### src/rtl/intc_pkg.sv
// shared constants and types for the interrupt flag and enable registers
package intc_pkg;
  localparam int ADDR_W = 4;
  localparam int DATA_W = 8;
  localparam int PORT_W = 8;
  localparam int EXT_LINES = 3;

  // register indices
  localparam logic [ADDR_W-1:0] IDX_MAIN = 4'h0;
  localparam logic [ADDR_W-1:0] IDX_EDGE = 4'h1;
  localparam logic [ADDR_W-1:0] IDX_EXT = 4'h2;
  localparam logic [ADDR_W-1:0] IDX_PF1 = 4'h3;
  localparam logic [ADDR_W-1:0] IDX_PF2 = 4'h4;
  localparam logic [ADDR_W-1:0] IDX_PE1 = 4'h5;
  localparam logic [ADDR_W-1:0] IDX_PE2 = 4'h6;
  localparam logic [ADDR_W-1:0] IDX_PP1 = 4'h7;
  localparam logic [ADDR_W-1:0] IDX_PP2 = 4'h8;
  localparam logic [ADDR_W-1:0] IDX_RSTCTL = 4'h9;
  localparam logic [ADDR_W-1:0] IDX_PORT = 4'ha;

  // reset values
  localparam logic [DATA_W-1:0] RST_MAIN = 8'h00;
  localparam logic [DATA_W-1:0] RST_EDGE = 8'hf5;
  localparam logic [DATA_W-1:0] RST_EXT = 8'hc0;
  localparam logic [DATA_W-1:0] RST_ZERO = 8'h00;
  localparam logic [DATA_W-1:0] RST_PRIO1 = 8'h7f;
  localparam logic [DATA_W-1:0] RST_PRIO2 = 8'h95;

  // implemented bits, then the watched port pins
  localparam logic [DATA_W-1:0] MASK_EDGE = 8'hf5;
  localparam logic [DATA_W-1:0] MASK_EXT = 8'hdb;
  localparam logic [DATA_W-1:0] MASK_P1 = 8'h7f;
  localparam logic [DATA_W-1:0] MASK_PF1_WR = 8'h4f;
  localparam logic [DATA_W-1:0] MASK_P2 = 8'h95;
  localparam logic [DATA_W-1:0] MASK_RSTCTL = 8'h80;
  localparam logic [PORT_W-1:0] WATCH_MASK = 8'hf0;

  // main control fields
  localparam int B_GLOBAL_HIGH = 7;
  localparam int B_PERIPH_LOW = 6;
  localparam int B_T0_EN = 5;
  localparam int B_X0_EN = 4;
  localparam int B_PC_EN = 3;
  localparam int B_T0_FLAG = 2;
  localparam int B_X0_FLAG = 1;
  localparam int B_PC_FLAG = 0;
  // edge and priority fields
  localparam int B_PULLUP_DIS = 7;
  localparam int B_EDGE0 = 6;
  localparam int B_EDGE1 = 5;
  localparam int B_EDGE2 = 4;
  localparam int B_T0_PRIO = 2;
  localparam int B_PC_PRIO = 0;
  // external line fields
  localparam int B_X2_PRIO = 7;
  localparam int B_X1_PRIO = 6;
  localparam int B_X2_EN = 4;
  localparam int B_X1_EN = 3;
  localparam int B_X2_FLAG = 1;
  localparam int B_X1_FLAG = 0;
  // peripheral register one fields
  localparam int B_CONV = 6;
  localparam int B_RX = 5;
  localparam int B_TX = 4;
  localparam int B_SYNC = 3;
  localparam int B_CC1 = 2;
  localparam int B_T2 = 1;
  localparam int B_T1 = 0;
  // peripheral register two fields, then the reset control field
  localparam int B_OSC = 7;
  localparam int B_NV = 4;
  localparam int B_LV = 2;
  localparam int B_CC2 = 0;
  localparam int B_PRIO_MODE = 7;

  typedef struct packed {
    logic [ADDR_W-1:0] addr;
    logic [DATA_W-1:0] wdata;
    logic wr;
    logic rd;
  } bus_req_t;

  typedef struct packed {
    logic timer0_overflow;
    logic conversion_done;
    logic sync_serial_done;
    logic capcomp_one;
    logic timer2_match;
    logic timer1_overflow;
    logic osc_fail;
    logic nv_write_done;
    logic low_voltage;
    logic capcomp_two;
  } events_t;
endpackage

### src/rtl/pin_filter.sv
// three-flop pin synchroniser with agreement filter
`timescale 1ns/10ps
module pin_filter #(
  parameter int WIDTH = 1
) (
  input wire logic clock,
  input wire logic rst,
  input wire logic [WIDTH-1:0] pins,
  output logic [WIDTH-1:0] level
);
  logic [WIDTH-1:0] stage1;
  logic [WIDTH-1:0] stage2;
  logic [WIDTH-1:0] stage3;

  always_ff @(posedge clock or posedge rst) begin
    if (rst) begin
      stage1 <= '0;
      stage2 <= '0;
      stage3 <= '0;
    end else begin
      stage1 <= pins;
      stage2 <= stage1;
      stage3 <= stage2;
    end
  end

  // a bit moves only once the last two stages agree
  always_ff @(posedge clock or posedge rst) begin
    if (rst) begin
      level <= '0;
    end else begin
      level <= (stage2 & stage3) | (level & (stage2 | stage3));
    end
  end
endmodule // pin_filter

### src/rtl/interrupt_flag_enable_regs.sv
// interrupt enable, flag and priority registers with request gating
`timescale 1ns/10ps
module interrupt_flag_enable_regs (
  input wire logic clock,
  input wire logic rst,
  input wire intc_pkg::bus_req_t bus,
  output logic [intc_pkg::DATA_W-1:0] rdata,
  input wire intc_pkg::events_t events,
  input wire logic serial_rx_full,
  input wire logic serial_tx_empty,
  input wire logic [intc_pkg::EXT_LINES-1:0] ext_line_pins,
  input wire logic [intc_pkg::PORT_W-1:0] port_b_pins,
  input wire logic [intc_pkg::PORT_W-1:0] port_latch,
  output logic [intc_pkg::PORT_W-1:0] pullup_on,
  output logic high_request,
  output logic low_request
);
  logic [intc_pkg::DATA_W-1:0] ctl_main;
  logic [intc_pkg::DATA_W-1:0] ctl_edge;
  logic [intc_pkg::DATA_W-1:0] ctl_ext;
  logic [intc_pkg::DATA_W-1:0] pflags1;
  logic [intc_pkg::DATA_W-1:0] pflags2;
  logic [intc_pkg::DATA_W-1:0] penable1;
  logic [intc_pkg::DATA_W-1:0] penable2;
  logic [intc_pkg::DATA_W-1:0] pprio1;
  logic [intc_pkg::DATA_W-1:0] pprio2;
  logic [intc_pkg::DATA_W-1:0] rst_ctl;
  logic [intc_pkg::DATA_W-1:0] pf1_view;
  logic [intc_pkg::EXT_LINES-1:0] line_level;
  logic [intc_pkg::EXT_LINES-1:0] line_prev;
  logic [intc_pkg::EXT_LINES-1:0] line_fire;
  logic [intc_pkg::EXT_LINES-1:0] edge_sel;
  logic [intc_pkg::PORT_W-1:0] port_b_input;
  logic [intc_pkg::PORT_W-1:0] port_snapshot;
  logic port_mismatch;
  logic priority_mode_enable;
  logic global_high_enable;
  logic peripheral_low_enable;
  logic pullup_disable;
  logic [intc_pkg::DATA_W-1:0] set_main;
  logic [intc_pkg::DATA_W-1:0] set_ext;
  logic [intc_pkg::DATA_W-1:0] set_pf1;
  logic [intc_pkg::DATA_W-1:0] set_pf2;
  logic [intc_pkg::DATA_W-1:0] core_pend;
  logic [intc_pkg::DATA_W-1:0] core_prio;
  logic [intc_pkg::DATA_W-1:0] ext_pend;
  logic [intc_pkg::DATA_W-1:0] ext_prio;
  logic [intc_pkg::DATA_W-1:0] per_pend1;
  logic [intc_pkg::DATA_W-1:0] per_pend2;

  // stored value after an optional write, with hardware sets on top
  function automatic logic [intc_pkg::DATA_W-1:0] update(
    input logic [intc_pkg::DATA_W-1:0] cur,
    input logic hit,
    input logic [intc_pkg::DATA_W-1:0] wdata,
    input logic [intc_pkg::DATA_W-1:0] mask,
    input logic [intc_pkg::DATA_W-1:0] set
  );
    logic [intc_pkg::DATA_W-1:0] base;
    base = hit ? (wdata & mask) : cur;
    return (base | set) & mask;
  endfunction

  function automatic logic write_hit(input intc_pkg::bus_req_t b, input logic [intc_pkg::ADDR_W-1:0] idx);
    return b.wr && (b.addr == idx);
  endfunction

  // pending sources of one priority class
  function automatic logic any_pending(
    input logic [intc_pkg::DATA_W-1:0] pend,
    input logic [intc_pkg::DATA_W-1:0] prio,
    input logic want_high
  );
    return |(pend & (want_high ? prio : ~prio));
  endfunction

  pin_filter #(.WIDTH(intc_pkg::EXT_LINES)) line_filter (
    .clock(clock),
    .rst(rst),
    .pins(ext_line_pins),
    .level(line_level)
  );

  pin_filter #(.WIDTH(intc_pkg::PORT_W)) port_filter (
    .clock(clock),
    .rst(rst),
    .pins(port_b_pins),
    .level(port_b_input)
  );

  assign priority_mode_enable = rst_ctl[intc_pkg::B_PRIO_MODE];
  assign global_high_enable = ctl_main[intc_pkg::B_GLOBAL_HIGH];
  assign peripheral_low_enable = ctl_main[intc_pkg::B_PERIPH_LOW];
  assign pullup_disable = ctl_edge[intc_pkg::B_PULLUP_DIS];

  assign edge_sel = {ctl_edge[intc_pkg::B_EDGE2], ctl_edge[intc_pkg::B_EDGE1], ctl_edge[intc_pkg::B_EDGE0]};

  always_ff @(posedge clock or posedge rst) begin
    if (rst) begin
      line_prev <= '0;
    end else begin
      line_prev <= line_level;
    end
  end

  assign line_fire = (edge_sel & line_level & ~line_prev) | (~edge_sel & ~line_level & line_prev);

  // port read takes a snapshot that ends the mismatch
  always_ff @(posedge clock or posedge rst) begin
    if (rst) begin
      port_snapshot <= '0;
    end else if (bus.rd && bus.addr == intc_pkg::IDX_PORT) begin
      port_snapshot <= port_b_input;
    end
  end

  // only the upper four pins are watched
  assign port_mismatch = |((port_b_input ^ port_snapshot) & intc_pkg::WATCH_MASK);

  // pull-ups follow the latch unless globally disabled
  assign pullup_on = pullup_disable ? '0 : port_latch;

  always_comb begin
    set_main = '0;
    set_ext = '0;
    set_pf1 = '0;
    set_pf2 = '0;
    set_main[intc_pkg::B_T0_FLAG] = events.timer0_overflow;
    set_main[intc_pkg::B_X0_FLAG] = line_fire[0];
    set_main[intc_pkg::B_PC_FLAG] = port_mismatch;
    set_ext[intc_pkg::B_X1_FLAG] = line_fire[1];
    set_ext[intc_pkg::B_X2_FLAG] = line_fire[2];
    set_pf1[intc_pkg::B_CONV] = events.conversion_done;
    set_pf1[intc_pkg::B_SYNC] = events.sync_serial_done;
    set_pf1[intc_pkg::B_CC1] = events.capcomp_one;
    set_pf2[intc_pkg::B_CC2] = events.capcomp_two;
    set_pf1[intc_pkg::B_T2] = events.timer2_match;
    set_pf1[intc_pkg::B_T1] = events.timer1_overflow;
    set_pf2[intc_pkg::B_OSC] = events.osc_fail;
    set_pf2[intc_pkg::B_NV] = events.nv_write_done;
    set_pf2[intc_pkg::B_LV] = events.low_voltage;
  end

  // main control with enables and sticky flags
  // set wins over a clearing write
  always_ff @(posedge clock or posedge rst) begin
    if (rst) begin
      ctl_main <= intc_pkg::RST_MAIN;
    end else begin
      ctl_main <= update(ctl_main, write_hit(bus, intc_pkg::IDX_MAIN), bus.wdata, '1, set_main);
    end
  end

  always_ff @(posedge clock or posedge rst) begin
    if (rst) begin
      ctl_edge <= intc_pkg::RST_EDGE;
    end else begin
      ctl_edge <= update(ctl_edge, write_hit(bus, intc_pkg::IDX_EDGE), bus.wdata, intc_pkg::MASK_EDGE, '0);
    end
  end

  always_ff @(posedge clock or posedge rst) begin
    if (rst) begin
      ctl_ext <= intc_pkg::RST_EXT;
    end else begin
      ctl_ext <= update(ctl_ext, write_hit(bus, intc_pkg::IDX_EXT), bus.wdata, intc_pkg::MASK_EXT, set_ext);
    end
  end

  always_ff @(posedge clock or posedge rst) begin
    if (rst) begin
      pflags1 <= intc_pkg::RST_ZERO;
      pflags2 <= intc_pkg::RST_ZERO;
    end else begin
      pflags1 <= update(pflags1, write_hit(bus, intc_pkg::IDX_PF1), bus.wdata, intc_pkg::MASK_PF1_WR, set_pf1);
      pflags2 <= update(pflags2, write_hit(bus, intc_pkg::IDX_PF2), bus.wdata, intc_pkg::MASK_P2, set_pf2);
    end
  end

  always_ff @(posedge clock or posedge rst) begin
    if (rst) begin
      penable1 <= intc_pkg::RST_ZERO;
      penable2 <= intc_pkg::RST_ZERO;
      pprio1 <= intc_pkg::RST_PRIO1;
      pprio2 <= intc_pkg::RST_PRIO2;
    end else begin
      penable1 <= update(penable1, write_hit(bus, intc_pkg::IDX_PE1), bus.wdata, intc_pkg::MASK_P1, '0);
      penable2 <= update(penable2, write_hit(bus, intc_pkg::IDX_PE2), bus.wdata, intc_pkg::MASK_P2, '0);
      pprio1 <= update(pprio1, write_hit(bus, intc_pkg::IDX_PP1), bus.wdata, intc_pkg::MASK_P1, '0);
      pprio2 <= update(pprio2, write_hit(bus, intc_pkg::IDX_PP2), bus.wdata, intc_pkg::MASK_P2, '0);
    end
  end

  always_ff @(posedge clock or posedge rst) begin
    if (rst) begin
      rst_ctl <= intc_pkg::RST_ZERO;
    end else begin
      rst_ctl <= update(rst_ctl, write_hit(bus, intc_pkg::IDX_RSTCTL), bus.wdata, intc_pkg::MASK_RSTCTL, '0);
    end
  end

  always_comb begin
    pf1_view = pflags1;
    pf1_view[intc_pkg::B_RX] = serial_rx_full;
    pf1_view[intc_pkg::B_TX] = serial_tx_empty;
  end

  // read data only in the cycle after the strobe
  always_ff @(posedge clock or posedge rst) begin
    if (rst) begin
      rdata <= '0;
    end else if (bus.rd) begin
      case (bus.addr)
        intc_pkg::IDX_MAIN: rdata <= ctl_main;
        intc_pkg::IDX_EDGE: rdata <= ctl_edge;
        intc_pkg::IDX_EXT: rdata <= ctl_ext;
        intc_pkg::IDX_PF1: rdata <= pf1_view;
        intc_pkg::IDX_PF2: rdata <= pflags2;
        intc_pkg::IDX_PE1: rdata <= penable1;
        intc_pkg::IDX_PE2: rdata <= penable2;
        intc_pkg::IDX_PP1: rdata <= pprio1;
        intc_pkg::IDX_PP2: rdata <= pprio2;
        intc_pkg::IDX_RSTCTL: rdata <= rst_ctl;
        intc_pkg::IDX_PORT: rdata <= port_b_input;
        default: rdata <= '0;
      endcase
    end else begin
      rdata <= '0;
    end
  end

  always_comb begin
    core_pend = '0;
    core_prio = '0;
    core_pend[intc_pkg::B_T0_FLAG] = ctl_main[intc_pkg::B_T0_FLAG] & ctl_main[intc_pkg::B_T0_EN];
    core_pend[intc_pkg::B_X0_FLAG] = ctl_main[intc_pkg::B_X0_FLAG] & ctl_main[intc_pkg::B_X0_EN];
    core_pend[intc_pkg::B_PC_FLAG] = ctl_main[intc_pkg::B_PC_FLAG] & ctl_main[intc_pkg::B_PC_EN];
    core_prio[intc_pkg::B_T0_FLAG] = ctl_edge[intc_pkg::B_T0_PRIO];
    // line0 has no priority bit and is always high
    core_prio[intc_pkg::B_X0_FLAG] = 1'b1;
    core_prio[intc_pkg::B_PC_FLAG] = ctl_edge[intc_pkg::B_PC_PRIO];
    ext_pend = '0;
    ext_prio = '0;
    ext_pend[intc_pkg::B_X1_FLAG] = ctl_ext[intc_pkg::B_X1_FLAG] & ctl_ext[intc_pkg::B_X1_EN];
    ext_pend[intc_pkg::B_X2_FLAG] = ctl_ext[intc_pkg::B_X2_FLAG] & ctl_ext[intc_pkg::B_X2_EN];
    ext_prio[intc_pkg::B_X1_FLAG] = ctl_ext[intc_pkg::B_X1_PRIO];
    ext_prio[intc_pkg::B_X2_FLAG] = ctl_ext[intc_pkg::B_X2_PRIO];
    per_pend1 = pf1_view & penable1;
    per_pend2 = pflags2 & penable2;
  end

  // high class gated by the top enable
  // bit 6 gates peripherals or low class
  always_comb begin
    if (priority_mode_enable) begin
      high_request = global_high_enable & (any_pending(core_pend, core_prio, 1'b1)
        | any_pending(ext_pend, ext_prio, 1'b1) | any_pending(per_pend1, pprio1, 1'b1)
        | any_pending(per_pend2, pprio2, 1'b1));
      low_request = peripheral_low_enable & (any_pending(core_pend, core_prio, 1'b0)
        | any_pending(ext_pend, ext_prio, 1'b0) | any_pending(per_pend1, pprio1, 1'b0)
        | any_pending(per_pend2, pprio2, 1'b0));
    end else begin
      high_request = global_high_enable & ((|core_pend) | (|ext_pend)
        | (peripheral_low_enable & ((|per_pend1) | (|per_pend2))));
      low_request = 1'b0;
    end
  end
endmodule // interrupt_flag_enable_regs

### config.mk
export PLATFORM = sky130hd
export DESIGN_NAME = interrupt_flag_enable_regs
export DESIGN_NICKNAME = d
export VERILOG_FILES = /design/src/rtl/intc_pkg.sv /design/src/rtl/pin_filter.sv /design/src/rtl/interrupt_flag_enable_regs.sv
export SDC_FILE = /design/constraint.sdc
export NUM_CORES = 1
export LEC_CHECK = 0
export BUFFER_PORTS_ARGS = -buffer_cell sky130_fd_sc_hd__buf_2
export CORE_MARGIN = 4
export CORE_UTILIZATION = 62
export CTS_CLUSTER_SIZE = 28
export DETAILED_ROUTE_END_ITERATION = 10
export HOLD_SLACK_MARGIN = 0.15
export PLACE_DENSITY = 0.9
export SYNTH_ARGS = -nofsm -noshare
export SYNTH_HDL_FRONTEND = slang
export SYNTH_SLANG_ARGS = --single-unit
### constraint.sdc
create_clock -name clock -period 7.5 [get_ports clock]
set_input_delay 0.75 -clock clock [delete_from_list [all_inputs] [get_ports clock]]
set_output_delay 0.75 -clock clock [all_outputs]
set_load 0.02 [all_outputs]
; ---- Word level (Yosys, flattened, before mapping)
; Index checks and enable logic that the tools add are counted.
; Widths: inputs -> output; s select.
[word_totals]
register_bits = 115
out_inout_bits = 18
elab_cells = 118
[op_classes]
eq_ne = 10
n_mux = 9
n_bitwise = 53
n_reduce_logical = 25
[ops]
columns = operator, count
row1 = $pmux 8 s11, 1
row2 = $reduce_or 8->1, 10
row3 = $and 8x8->8, 5
row4 = $mux 8, 5
row5 = $or 8x8->8, 3
row6 = $and 3x3->3, 7
row7 = $eq 4x3->1 const B, 4
row8 = $and 7x7->7, 2
row9 = $eq 4x4->1 const B, 3
row10 = $logic_and 1x1->1, 11
row11 = $and 1x1->1, 9
row12 = $not 3->3, 3
row13 = $or 1x1->1, 9
row14 = $or 3x3->3, 3
row15 = $and 2x8->8, 1
row16 = $and 3x8->8, 1
row17 = $and 7x8->8, 1
row18 = $eq 4x2->1 const B, 2
row19 = $not 2->8, 1
row20 = $not 3->8, 1
row21 = $not 7->8, 1
row22 = $not 8->8, 1
row23 = $or 8x2->8, 1
row24 = $or 8x3->8, 1
row25 = 10 further kinds, 11

; ---- Longest topological paths before layout
; Gate-level depths: netlist (run 1).
[depth]
word_depth = 8
ltp_mapped = 6

; ---- By module
; Synthesis (run 1) repeated with hierarchy kept, for this count alone.
[unflattened]
cells_unflattened = 401
hier_area_um2 = 4823.4
[by_module_without_submodules]
columns = mod, n_inst, cells_per_inst, area_per_inst_um2, seq_area_each_um2
row1 = interrupt_flag_enable_regs, 1, 344, 3590.9, 1700.4
row2 = pin_filter (port_filter), 1, 41, 894.6, 800.8
row3 = pin_filter (line_filter), 1, 16, 337.8, 300.3

; ---- Worst setup path before layout (run 1)
; No wires, ideal clock.
[synth_timing]
kind = input -> output
startpoint = in serial_tx_empty
endpoint = out high_request
arrival_time_ns = 1.601
required_ns = 6.750
setup_slack_ns = 5.149
cell_stages = 4
path_buffers = 0
path_cell_list = a22oi_1 > nand4_1 > o21ai_0 > a311oi_1
[synth_via]
elab_chain_cells = 7
elab_cells_between_ends = 12
[synth_lines]
columns = element, line_no
row1 = "start, declared", interrupt_flag_enable_regs.sv:10  ; input wire logic serial_tx_empty,
row2 = $and 7x7->7 (*), interrupt_flag_enable_regs.sv:248  ; per_pend1 = pf1_view & penable1;
row3 = $reduce_or 8->1 or $and 7x7->7 (tied branches), "interrupt_flag_enable_regs.sv:264, interrupt_flag_enable_regs.sv:74"
row4 = $or 1x1->1 or $reduce_or 8->1 (tied branches), "interrupt_flag_enable_regs.sv:264, interrupt_flag_enable_regs.sv:74"
row5 = $and 1x1->1 or $or 1x1->1 (tied branches), "interrupt_flag_enable_regs.sv:264, interrupt_flag_enable_regs.sv:257"
row6 = "$or 1x1->1, on equally long branches", "interrupt_flag_enable_regs.sv:264, interrupt_flag_enable_regs.sv:258"
row7 = "$and 1x1->1, on equally long branches", "interrupt_flag_enable_regs.sv:263, interrupt_flag_enable_regs.sv:256"
row8 = $mux 1 (*), interrupt_flag_enable_regs.sv:255  ; if (priority_mode_enable) begin
row9 = "end, declared", interrupt_flag_enable_regs.sv:15  ; output logic high_request,
; Mark *: on every way between the ends. The rest lies on a longest branch, timed or not.

; ---- Worst setup path after layout (run 1)
[layout_timing]
startpoint = reg ctl_ext[7] in the netlist's numbering
endpoint = out high_request
[layout_via]
elab_chain_cells = 7
[layout_lines]
columns = element, line_no
row1 = "start, declared", interrupt_flag_enable_regs.sv:20  ; logic [intc_pkg::DATA_W-1:0] ctl_ext;
row2 = "start signal, assigned", interrupt_flag_enable_regs.sv:164  ; ctl_ext <= intc_pkg::RST_EXT;
row3 = "start signal, assigned", interrupt_flag_enable_regs.sv:166  ; ctl_ext <= update(ctl_ext, write_hit(bus, intc_pkg::IDX_EXT), bus.wdata, intc_pkg::MASK_EXT, set_ext);
row4 = $and 2x2->2, interrupt_flag_enable_regs.sv:74  ; return |(pend & (want_high ? prio : ~prio));
row5 = $reduce_or 8->1, interrupt_flag_enable_regs.sv:74
row6 = $or 1x1->1 (2 in a row), interrupt_flag_enable_regs.sv:257  ; | any_pending(ext_pend, ext_prio, 1'b1) | any_pending(per_pend1, pprio1, 1'b1)
row7 = $or 1x1->1, interrupt_flag_enable_regs.sv:258  ; | any_pending(per_pend2, pprio2, 1'b1));
row8 = $and 1x1->1, interrupt_flag_enable_regs.sv:256  ; high_request = global_high_enable & (any_pending(core_pend, core_prio, 1'b1)
row9 = $mux 1, interrupt_flag_enable_regs.sv:255
; Every way passes these cells.

==> reports/qor.log, run 1 <==
INFO  critical_path  reg2reg_slack=6.07ns
INFO  yosys          synthesis.area_per_instance=12.4µm²
INFO  yosys          synth-warning-count=0
INFO  final_layout   final_util=71.3%
INFO  global_route   grt_pass1_vias=3,609
INFO  yosys          netlist_instances=396
INFO  floorplan      row_count=32
INFO  yosys          synth_compound_gate_area_share=9.68%
INFO  yosys          syn-num-nets=443
INFO  floorplan      top_level_ports=65
INFO  final_layout   n_antenna_cell=0
INFO  floorplan      floorplan.die_area=9390µm²
INFO  status         outcome=completed
INFO  clock_tree     cts-buffers-inserted=9
INFO  critical_path  timing.rr.end=rdata[7]$_DFF_PP0_
INFO  flow_run       maxCapViolCount=0
INFO  critical_path  cp_max_fo=4
INFO  hold_path      hold_path_class=reg -> reg
INFO  floorplan      core-area=7690µm²
INFO  placed_design  gpl.final_weighted_congestion=0.979
INFO  final_layout   syn_to_final_growth=12.0%
INFO  detailed_routing detailroute.via_count=3,540
INFO  floorplan      initial_core_utilization=63.7%
INFO  sta            timing_max_transition_violations_final=0
INFO  sta            fin_tns_setup=0ns
INFO  clock_tree     cts.reportedPaths.clkPinSlew=0.12ns
INFO  yosys          ys_dominant_reg_cell=dfrtp_1
INFO  clock_tree     ctsHtreeMaxLevel=3
INFO  sta            worstMarginPinSlew=0.792ns
INFO  placed_design  port_buffers=64
INFO  detailed_routing route.detailed.wl_per_inst=22.2µm
INFO  detailed_routing drcViolationCount=0
INFO  sta            slew_headroom=47.2%
INFO  floorplan      chipWidth=96.9µm
INFO  detailed_routing via_density=6.28
INFO  critical_path  setup.worst_path.start=ctl_ext[7]$_DFFE_PP1N_
INFO  yosys          async_reset_ff_share=100%
INFO  clock_tree     ctsRootBufferMaster=clkbuf_8
INFO  floorplan      die_y=96.9µm
INFO  yosys          ys_seq_area_share=57.2%
INFO  yosys          yosys.cell_types.count=49
INFO  clock_tree     cts_hold_buf=0
INFO  sta            clock.fmax=0.386GHz
INFO  final_layout   fin_nets=504
INFO  sta            setup_violations_final=0
INFO  placed_design  post-dp-hpwl=9240µm
INFO  clock_tree     tritoncts=done
INFO  critical_path  timing.critical_path.required=6.75ns
INFO  yosys          yosys.area_share.simple=13.8%
INFO  yosys          yosys.area_share.xor_xnor=0.715%
INFO  global_route   global_route.usage.total=27.4%
INFO  critical_path  r2r.worst_path.cells=4
INFO  detailed_routing routed_wl=12,500µm
INFO  power          power.total=1.41mW
INFO  yosys          synth_adder_area_share=2.25%
INFO  detailed_routing drtPass1Iterations=4
INFO  yosys          synth_edf_count=0
INFO  sta            period_minus_slack=2.59ns
INFO  power          vdd_ir_max=0.170mV
INFO  critical_path  end_kind=primary output
INFO  critical_path  timing.critical_path.to=high_request
INFO  critical_path  rr_startpoint=ctl_ext[7]$_DFFE_PP1N_
INFO  sta            fin_crit_sh=34.6%
INFO  detailed_routing drt-initial-drc-count=244
INFO  sta            fin_skew=0.0188ns
INFO  power          power-per-cell-area=256nW/µm²
INFO  clock_tree     clk_path_buf_depth=2
INFO  global_route   grt_max_degree=67
INFO  critical_path  cp.arrival=1.84ns
INFO  yosys          ys_seq_elements=111
INFO  global_route   first_pass_grt_wire_length=20,000µm
INFO  sta            number_of_hold_violations_in_the_final_report=0
INFO  clock_tree     clock_insertion_delay_worst_skew=0.38ns
INFO  final_layout   drive_above_1_share=34.4%
INFO  power          leakage_dissipation=2.41nW
INFO  yosys          combinational_family_with_the_most_area_after_synthesis=simple AND/OR/NAND/NOR gates
INFO  clock_tree     numClockSinks=111
INFO  global_route   globalRouteOverflowTotal=0
INFO  clock_tree     cts-resized-gates=0
INFO  yosys          netlist_area=4900µm²
INFO  sta            rsz_0062_raised_after_global_routing=false
INFO  yosys          synth_mux_area_share=13.8%
INFO  global_route   antenna_found_initial=0
INFO  critical_path  timing.setup.critical_path_class=reg -> out
INFO  critical_path  timing.critical_path.from_type=flop
INFO  clock_tree     cts_setup_buffers=0
INFO  detailed_routing drtAntennaViolNets=0
## where the power goes
| part | switching (mW) | internal, mW |
|---|---|---|
| clock | 0.234 | 0.141 |
| sequential | 0.0888 | 0.691 |
| combinational | 0.133 | 0.119 |
| total | 0.455 | 0.951 |
## layout make-up
cell class | count | area, µm²
multi-input combinational | 261 | 1970
clock buffer | 9 | 124
clock inverter | 7 | 98.8
tap | 102 | 128
timing repair buffer | 65 | 328
sequential | 111 | 2800
inverter | 9 | 36.3
fill | 565 | 2200
## per-stage QoR
stage | area [µm²] | hold WS, ns | std cells | worst slack, ns
floorplan | 4900 | 0.331 | 396 | 3.85
global placement | 5260 | 0.332 | 548 | 5.02
detailed placement | 5260 | 0.335 | 548 | 4.98
CTS | 5480 | 0.355 | 564 | 4.90
global route | 5480 | 0.364 | 564 | 4.82
finish | 5480 | 0.354 | 564 | 4.91
## synthesized netlist by cell type, types with 3 or more instances
| cell | instances | area (µm²) |
|---|---|---|
| nor4_1 | 4 | 25.0 |
| o2bb2ai_1 | 3 | 26.3 |
| buf_4 | 9 | 67.6 |
| nand4_1 | 5 | 31.3 |
| a21o_1 | 3 | 22.5 |
| buf_2 | 4 | 20.0 |
| mux2i_1 | 10 | 100 |
| nand3_1 | 22 | 110 |
| a32o_1 | 3 | 30.0 |
| o22ai_1 | 7 | 43.8 |
| dfstp_2 | 19 | 499 |
| a22o_1 | 3 | 26.3 |
| o21ai_0 | 6 | 30.0 |
| a22oi_1 | 8 | 60.1 |
| a211o_1 | 9 | 78.8 |
| inv_1 | 9 | 33.8 |
| nor2b_1 | 16 | 100 |
| nor2_1 | 15 | 56.3 |
| o211ai_1 | 4 | 30.0 |
| nand2_1 | 30 | 113 |
| mux2_2 | 47 | 529 |
| maj3_1 | 11 | 110 |
| and3_1 | 6 | 37.5 |
| dfrtp_1 | 92 | 2300 |
| nand3b_1 | 7 | 52.6 |
| xor2_1 | 4 | 35.0 |
| a21oi_1 | 12 | 60.1 |
## logic make-up after synthesis
kind of cell / after synthesis
mux: 59
fa+ha+maj: 11
buf+inv: 24
flops: 111
compound gates: 66
xor+xnor: 4
simple gates: 121
## sequential cells by signal, indices dropped and copies added, names as in the netlist, 4 cells and up
signal and cells:
pflags2 4, port_filter.stage3 8, ctl_main 8, port_filter.level 8, penable1 7, rdata 8
port_filter.stage1 8, ctl_edge 6, pprio2 4, penable2 4, ctl_ext 6, pflags1 5
port_snapshot 4, pprio1 7, port_filter.stage2 8
## critical path: stages, from the launching register on
cell,delay [ns]
dfstp_2,0.61
nand3_1,0.13
nand4_1,0.18
nor4_1,0.07
a311oi_1,0.26
buf_2,0.22
## metal layers
layer	wire (µm)	GRT usage (%)
met5	0	0
met2	5750	42.4
met4	375	10.2
met1	5380	37.9
met3	1000	6.63
## placed cells by master, fill, tap and decap left out, types with 2 or more instances in the layout
cell       count
a211o_1        9
a21boi_0       2
a21o_1         3
a21oi_1       12
a22o_1         3
a22oi_1        8
a32o_1         3
and3_1         6
buf_2         64
clkbuf_8       9
clkinv_8       3
dfrtp_1       92
dfstp_2       19
inv_1          8
inv_8          3
maj3_1        11
mux2_2        47
mux2i_1       10
mux4_2         2
nand2_1       30
nand3_1       22
nand3b_1       7
nand4_1        5
nor2_1        15
nor2b_1       16
nor2b_2        2
nor3b_1        2
nor4_1         4
nor4b_1        2
o211ai_1       4
o21ai_0        6
o22ai_1        7
o2bb2ai_1      3
xor2_1         4
## worst min path at each step
stage | from | to | depth (start not counted)
after floorplan | line_filter.stage1[0]$_DFF_PP0_ | line_filter.stage2[0]$_DFF_PP0_ | 0
after global placement | port_filter.stage1[7]$_DFF_PP0_ | port_filter.stage2[7]$_DFF_PP0_ | 0
after detailed placement | port_filter.stage1[5]$_DFF_PP0_ | port_filter.stage2[5]$_DFF_PP0_ | 0
after CTS | line_filter.stage1[0]$_DFF_PP0_ | line_filter.stage2[0]$_DFF_PP0_ | 0
after global routing | line_filter.stage1[2]$_DFF_PP0_ | line_filter.stage2[2]$_DFF_PP0_ | 0
final | line_filter.stage1[2]$_DFF_PP0_ | line_filter.stage2[2]$_DFF_PP0_ | 0
Note: power is estimated with default switching activity, not from simulation.
==> run 2, diff against run 1 <==
- ABC_AREA: not set -> 1
- CORE_UTILIZATION: 62 -> 57
- PLACE_DENSITY: 0.9 -> 0.84
- clock period: 7.5 -> 2.68 ns (I/O delays scaled with it)
==> run 2 against run 1 <==
Synthesized area decreased by 2.5%. Flip-flop and latch count unchanged. Critical path depth increased by 4. Register-to-register slack worse by 4.5 ns. Die area rose by 5.5%. Non-clock buffer count up 28. Synthesized cell count grew 39%. Sequential share of layout area fell by 2.0 points. Clock-buffer cell count did not move. Critical path type unchanged. Critical endpoint unchanged. Largest power group unchanged.
==> reports/qor.log, run 2 <==
INFO  global_route   antenna_found_initial=0
INFO  clock_tree     clk_path_buf_depth=2
INFO  sta            post-route-worst-setup-slack=0.680ns
INFO  clock_tree     cts-buffers-inserted=9
INFO  sta            timing_max_transition_violations_final=0
INFO  yosys          synth_edf_count=0
INFO  critical_path  timing.setup.critical_path_class=reg -> out
INFO  critical_path  reg2reg_slack=1.53ns
INFO  yosys          synth-warning-count=0
INFO  floorplan      row_count=33
INFO  floorplan      die_y=99.5µm
INFO  yosys          combinational_family_with_the_most_area_after_synthesis=simple AND/OR/NAND/NOR gates
INFO  critical_path  cp.arrival=1.73ns
INFO  sta            fin_tns_setup=0ns
INFO  power          leakage_dissipation=2.82nW
INFO  placed_design  gpl.final_weighted_congestion=0.915
INFO  hold_path      worst_hold_path.endpoint=pprio1[3]$_DFFE_PP1P_
INFO  yosys          ys_seq_elements=111
INFO  yosys          ys_seq_area_share=58.7%
INFO  clock_tree     clock_insertion_delay_worst_skew=0.39ns
INFO  yosys          yosys.area_share.xor_xnor=0%
INFO  final_layout   instances_no_fill=758
INFO  yosys          ys_dominant_reg_cell=dfrtp_1
INFO  status         outcome=completed
INFO  critical_path  timing.critical_path.from_type=flop
INFO  sta            number_of_hold_violations_in_the_final_report=0
INFO  yosys          syn-num-nets=599
INFO  global_route   grt_pass1_vias=4,256
INFO  placed_design  place.detailed.instances=714
INFO  yosys          synth_adder_area_share=2.31%
INFO  critical_path  worst-path-buf-inv=2
INFO  detailed_routing via_density=5.46
INFO  clock_tree     tritoncts=done
INFO  final_layout   final_cell_mix=nand2_1, dfrtp_1, buf_2
INFO  global_route   grt_max_degree=112
INFO  placed_design  dp_worst_setup_slack=0.832ns
INFO  sta            whs=0.207ns
INFO  sta            worstMarginPinSlew=0.789ns
INFO  sta            rsz_0062_raised_after_global_routing=false
INFO  yosys          synth_mux_area_share=0%
INFO  sta            period_minus_slack=2.00ns
INFO  yosys          netlist_area=4780µm²
INFO  critical_path  cp_slowest_cell=dfstp_2
INFO  floorplan      core-area=8180µm²
INFO  global_route   first_pass_grt_wire_length=21,200µm
INFO  final_layout   leading_cell_type_in_the_layout_fill_and_taps_excluded=nand2_1
INFO  placed_design  port_buffers=64
INFO  critical_path  cp_cell_sequence=nand3_1 -> nand2_1 -> inv_1 -> nand2_1 -> nor2_1 -> nand2_1 -> nand2_1 -> nor2_1 -> buf_2
INFO  critical_path  most_repeated_library_cell_on_the_critical_path=nand2_1
INFO  final_layout   drive_above_1_share=17.9%
INFO  floorplan      floorplan.die_area=9910µm²
INFO  power          vdd_ir_max=0.552mV
INFO  yosys          yosys.cell_types.count=21
INFO  yosys          yosys.area_share.simple=25.6%
INFO  sta            slew_headroom=47.2%
INFO  detailed_routing route.detailed.wl_per_inst=17.0µm
INFO  yosys          synth_largest_type_area_fraction=48.2%
INFO  power          power.total=3.80mW
INFO  global_route   global_route.usage.total=27.8%
INFO  critical_path  end_kind=primary output
INFO  sta            setup_violations_final=0
INFO  detailed_routing drtAntennaViolNets=0
INFO  clock_tree     ctsHtreeMaxLevel=3
INFO  critical_path  cp_max_fo=4
INFO  yosys          yosys-top-cells-area=dfrtp_1, nand2_1, dfstp_2, o21ai_0, nand3_1
INFO  final_layout   finish.instance_area=5710µm²
INFO  detailed_routing drt-initial-drc-count=314
INFO  floorplan      top_level_ports=65
INFO  detailed_routing detailroute.via_count=4,137
INFO  yosys          synth_compound_gate_area_share=8.67%
INFO  critical_path  cp_top_family=flip-flops
INFO  clock_tree     cts_setup_buffers=0
INFO  clock_tree     cts.reportedPaths.clkPinSlew=0.12ns
INFO  hold_path      worstHoldStart=bus[5]
INFO  global_route   globalRouteOverflowTotal=0
INFO  final_layout   n_antenna_cell=0
INFO  sta            fin_skew=0.0140ns
INFO  critical_path  r2r.worst_path.cells=5
INFO  yosys          async_reset_ff_share=100%
INFO  yosys          synth_area_leader_cell=dfrtp_1
INFO  floorplan      initial_core_utilization=58.4%
INFO  clock_tree     numClockSinks=111
INFO  critical_path  rr_startpoint=port_filter.level[4]$_DFF_PP0_
INFO  sta            clock.fmax=0.500GHz
INFO  placed_design  post-dp-hpwl=9260µm
INFO  critical_path  timing.rr.end=ctl_main[0]$_DFF_PP0_
INFO  critical_path  critical_path.max_stage_delay=0.60ns
INFO  yosys          netlist_instances=552
INFO  final_layout   syn_to_final_growth=19.5%
INFO  critical_path  timing.critical_path.required=2.41ns
INFO  detailed_routing drcViolationCount=0
INFO  power          power-per-cell-area=667nW/µm²
INFO  final_layout   fin_nets=695
INFO  yosys          top_cells_by_instance_count_after_synthesis=nand2_1, dfrtp_1, o21ai_0
INFO  flow_run       maxCapViolCount=0
INFO  detailed_routing routed_wl=12,900µm
INFO  hold_path      hold_depth=3
INFO  floorplan      chipWidth=99.5µm
INFO  detailed_routing drtPass1Iterations=5
INFO  final_layout   final_util=69.8%
INFO  clock_tree     ctsRootBufferMaster=clkbuf_8
INFO  placed_design  dpl_cell_area=5220µm²
INFO  sta            fin_crit_sh=74.6%
INFO  yosys          yosysMostFrequentCell=nand2_1
INFO  hold_path      hold_path_class=in -> reg
INFO  yosys          synthesis.area_per_instance=8.65µm²
run 2: how the worst max path moves through the flow:
stage | startpoint | to | slack (ns) | depth (start not counted)
final | pprio1[4]$_DFFE_PP1P_ | high_request | 0.68 | 9
after global routing | pprio1[6]$_DFFE_PP1P_ | high_request | 0.56 | 9
after CTS | pprio1[3]$_DFFE_PP1P_ | low_request | 0.69 | 8
after detailed placement | bus[13] | rdata[7]$_DFF_PP0_ | 0.83 | 7
after global placement | bus[13] | rdata[6]$_DFF_PP0_ | 0.92 | 7
after floorplan | rst | ctl_ext[0]$_DFF_PP0_ | 1.08 | 1
run 2: cell families after synthesis:
kind of cell,after synthesis
buf+inv,59
fa+ha+maj,11
simple gates,290
flops,111
compound gates,81
run 2: final cells by class:
cell class	count	area, µm²
flip-flops and latches	111	2800
fillers	634	2470
multi-input cells	382	1750
repair buffers	93	621
inverters	51	195
well taps	105	131
clock buffers	9	124
clock inverters	7	85.1
run 2: report_power, final:
group / total [mW] / internal, mW / switching, mW
Clock: 1.03 / 0.378 / 0.655
Combinational: 0.656 / 0.258 / 0.398
Sequential: 2.11 / 1.91 / 0.201
Total: 3.80 / 2.55 / 1.25
run 2: routing by layer:
layer / track usage [%] / wire (µm)
met5: 0 / 0
met4: 10.8 / 403
met3: 4.63 / 785
met2: 47.2 / 6400
met1: 35.8 / 5310
run 2: worst min-delay path, cell delays in order:
cell and delay, ns:
buf_2 0.11, inv_1 0.12, o21ai_0 0.11
run 2: timing repair:
item / in CTS / in global routing
resized for setup: 0 / 0
endpoints found under the hold margin: 120 / 0
hold buffers: 28 / 0
endpoints found under the setup margin: 0 / 0
==> run 3, diff against run 2 <==
- CORE_UTILIZATION: 57 -> 51
- PLACE_DENSITY: 0.84 -> 0.8
- clock period: 2.68 -> 1.74 ns (I/O delays scaled with it)
==> run 3 against run 2 <==
The flow now finishes with violations (negative setup slack). Sequential share of layout area down 2.0 points. Sequential power grew 54%. Design area increased by 4.3%. Critical path type unchanged. Highest routed layer unchanged.
==> reports/qor.log, run 3 (synthesized netlist as in run 2, its figures left out) <==
INFO  status         outcome=finished, violations left
INFO  status         failed_checks=negative setup slack
INFO  clock_tree     numClockSinks=111
INFO  detailed_routing route.detailed.wl_per_inst=16.4µm
INFO  final_layout   finish.instance_area=5950µm²
INFO  power          power-per-cell-area=997nW/µm²
INFO  critical_path  cp.arrival=1.69ns
INFO  sta            fin_skew=0.0198ns
INFO  critical_path  timing.setup.critical_path_class=reg -> out
INFO  critical_path  cp_slowest_cell=dfrtp_1
INFO  final_layout   fin_nets=720
INFO  sta            post-route-worst-setup-slack=-0.125ns
INFO  clock_tree     cts.reportedPaths.clkPinSlew=0.12ns
INFO  final_layout   drive_above_1_share=23.0%
INFO  flow_run       maxCapViolCount=0
INFO  clock_tree     clock_insertion_delay_worst_skew=0.38ns
INFO  floorplan      top_level_ports=65
INFO  power          internal-power=4.01mW
INFO  sta            rsz_0062_raised_after_global_routing=true
INFO  critical_path  timing.critical_path.required=1.57ns
INFO  detailed_routing routed_wl=12,900µm
INFO  global_route   grt_pass1_vias=4,087
INFO  global_route   grt_max_degree=112
INFO  power          seq_power_share=54.8%
INFO  floorplan      row_count=35
INFO  final_layout   n_antenna_cell=0
INFO  power          vdd_ir_max=0.625mV
INFO  placed_design  port_buffers=64
INFO  sta            timing_max_transition_violations_final=0
INFO  critical_path  timing.critical_path.from_type=flop
INFO  final_layout   final_cell_mix=nand2_1, dfrtp_1, buf_2
INFO  sta            period_minus_slack=1.87ns
INFO  placed_design  gpl.final_weighted_congestion=0.937
INFO  clock_tree     tritoncts=done
INFO  final_layout   instances_no_fill=789
INFO  power          power.share.combinational=19.6%
INFO  power          swShare=32.5%
INFO  global_route   antenna_found_initial=0
INFO  placed_design  place.detailed.instances=726
INFO  global_route   global_route.usage.met2=38.1%
INFO  sta            setup_violations_final=2
INFO  power          switching_power=1.93mW
INFO  placed_design  post-dp-hpwl=9320µm
INFO  detailed_routing via_density=5.35
INFO  critical_path  end_kind=primary output
INFO  clock_tree     ctsRootBufferMaster=clkbuf_8
INFO  critical_path  cp_cell_sequence=buf_4 -> nand3_1 -> nand4_1 -> nor2_1 -> nand2_1 -> nand2_1 -> nor2_1 -> buf_4
INFO  clock_tree     cts-buffers-inserted=9
INFO  global_route   globalRouteOverflowTotal=0
INFO  placed_design  dp_worst_setup_slack=0.261ns
INFO  detailed_routing detailroute.via_count=4,218
INFO  sta            worstMarginPinSlew=0.760ns
INFO  sta            slew_headroom=49.2%
INFO  sta            number_of_hold_violations_in_the_final_report=0
INFO  final_layout   leading_cell_type_in_the_layout_fill_and_taps_excluded=nand2_1
INFO  final_layout   final_util=64.7%
INFO  global_route   first_pass_grt_wire_length=21,200µm
INFO  detailed_routing drtAntennaViolNets=0
INFO  global_route   met1_usage=33.8%
INFO  detailed_routing drtPass1Iterations=5
INFO  power          leakage_dissipation=2.94nW
INFO  sta            whs=0.185ns
INFO  sta            clock.fmax=0.536GHz
INFO  floorplan      die_y=105µm
INFO  floorplan      chipWidth=105µm
INFO  final_layout   syn_to_final_growth=24.6%
INFO  floorplan      core-area=9200µm²
INFO  global_route   globalRoute.busiestLayer=met2
INFO  power          power_frac_clock=25.6%
INFO  global_route   global_route.usage.total=24.3%
INFO  global_route   met3_usage=3.89%
INFO  sta            fin_crit_sh=107%
INFO  critical_path  critical_path.max_stage_delay=0.42ns
INFO  floorplan      initial_core_utilization=51.9%
INFO  detailed_routing drcViolationCount=0
INFO  placed_design  dpl_cell_area=5270µm²
INFO  clock_tree     ctsHtreeMaxLevel=3
INFO  critical_path  cp_max_fo=3
INFO  floorplan      floorplan.die_area=11,000µm²
INFO  hold_path      hold_path_class=in -> reg
INFO  clock_tree     clk_path_buf_depth=2
INFO  detailed_routing drt-initial-drc-count=296
run 3: changes by cell type in the layout (fill, tap and decap cells not counted), sizes merged:
cell / before / now
buf: 65 / 89
clkinv: 3 / 5
clkinvlp: 2 / 1
dlygate4sd3: 28 / 29
inv: 53 / 52
run 3: path summary, 6_finish.rpt:
path                       slack, ns  cells after the start                            start                              end
setup reg to reg                0.57                      5   port_filter.level[7]$_DFF_PP0_            ctl_main[0]$_DFF_PP0_
min in group asynchronous       0.49                      4                              rst   port_filter.level[3]$_DFF_PP0_
max in group asynchronous       0.74                      4                              rst          penable1[5]$_DFFE_PP0P_
hold reg to reg                 0.36                      0  port_filter.stage1[7]$_DFF_PP0_  port_filter.stage2[7]$_DFF_PP0_
setup / recovery               -0.13                      8             pflags2[2]$_DFF_PP0_                     high_request
hold / removal                  0.18                      3                           bus[7]            pprio1[5]$_DFFE_PP1P_
run 3: power groups by stage:
| stage | clock network (mW) | registers, mW | logic (mW) |
|---|---|---|---|
| after global routing | 1.65 | 3.29 | 1.30 |
| after CTS | 1.56 | 3.24 | 1.10 |
| after global placement | 0 | 3.28 | 0.932 |
| final | 1.52 | 3.25 | 1.16 |
| after floorplan | 0 | 3.19 | 0.657 |
| after detailed placement | 0 | 3.29 | 0.958 |
run 3: critical path, delay by kind of cell, from the launching register on:
family	cells	cell delay, ns
DFF	1	0.42
buffers and inverters	2	0.30
and+or+nand+nor	6	0.60
run 3: through the flow:
stage | total power [mW] | setup TNS, ns
floorplan | 3.85 | 0
global placement | 4.21 | 0
detailed placement | 4.25 | 0
CTS | 5.90 | -0.167
global route | 6.24 | -0.365
finish | 5.93 | -0.239
run 3: metal layers:
layer	vias up	wire length, µm
li1	2023	-
met1	1986	5640
met2	171	5940
met3	38	799
met4	0	573
met5	-	0
run 3: timing repair:
item / CTS / global route
setup endpoints to repair: 2 / 2
setup buffers: 12 / 6
hold buffers: 29 / 0
pin swaps: 6 / 11
hold endpoints to repair: 122 / 0
resized for setup: 11 / 10
run 3: layout make-up:
class                           instances  area (µm²)
Fill cell                             766        3250
Sequential cell                       111        2810
Multi-Input combinational cell        382        1790
Timing Repair Buffer                  118         820
Inverter                               51         195
Tap cell                              111         139
Clock buffer                            9         124
Clock inverter                          7        76.3
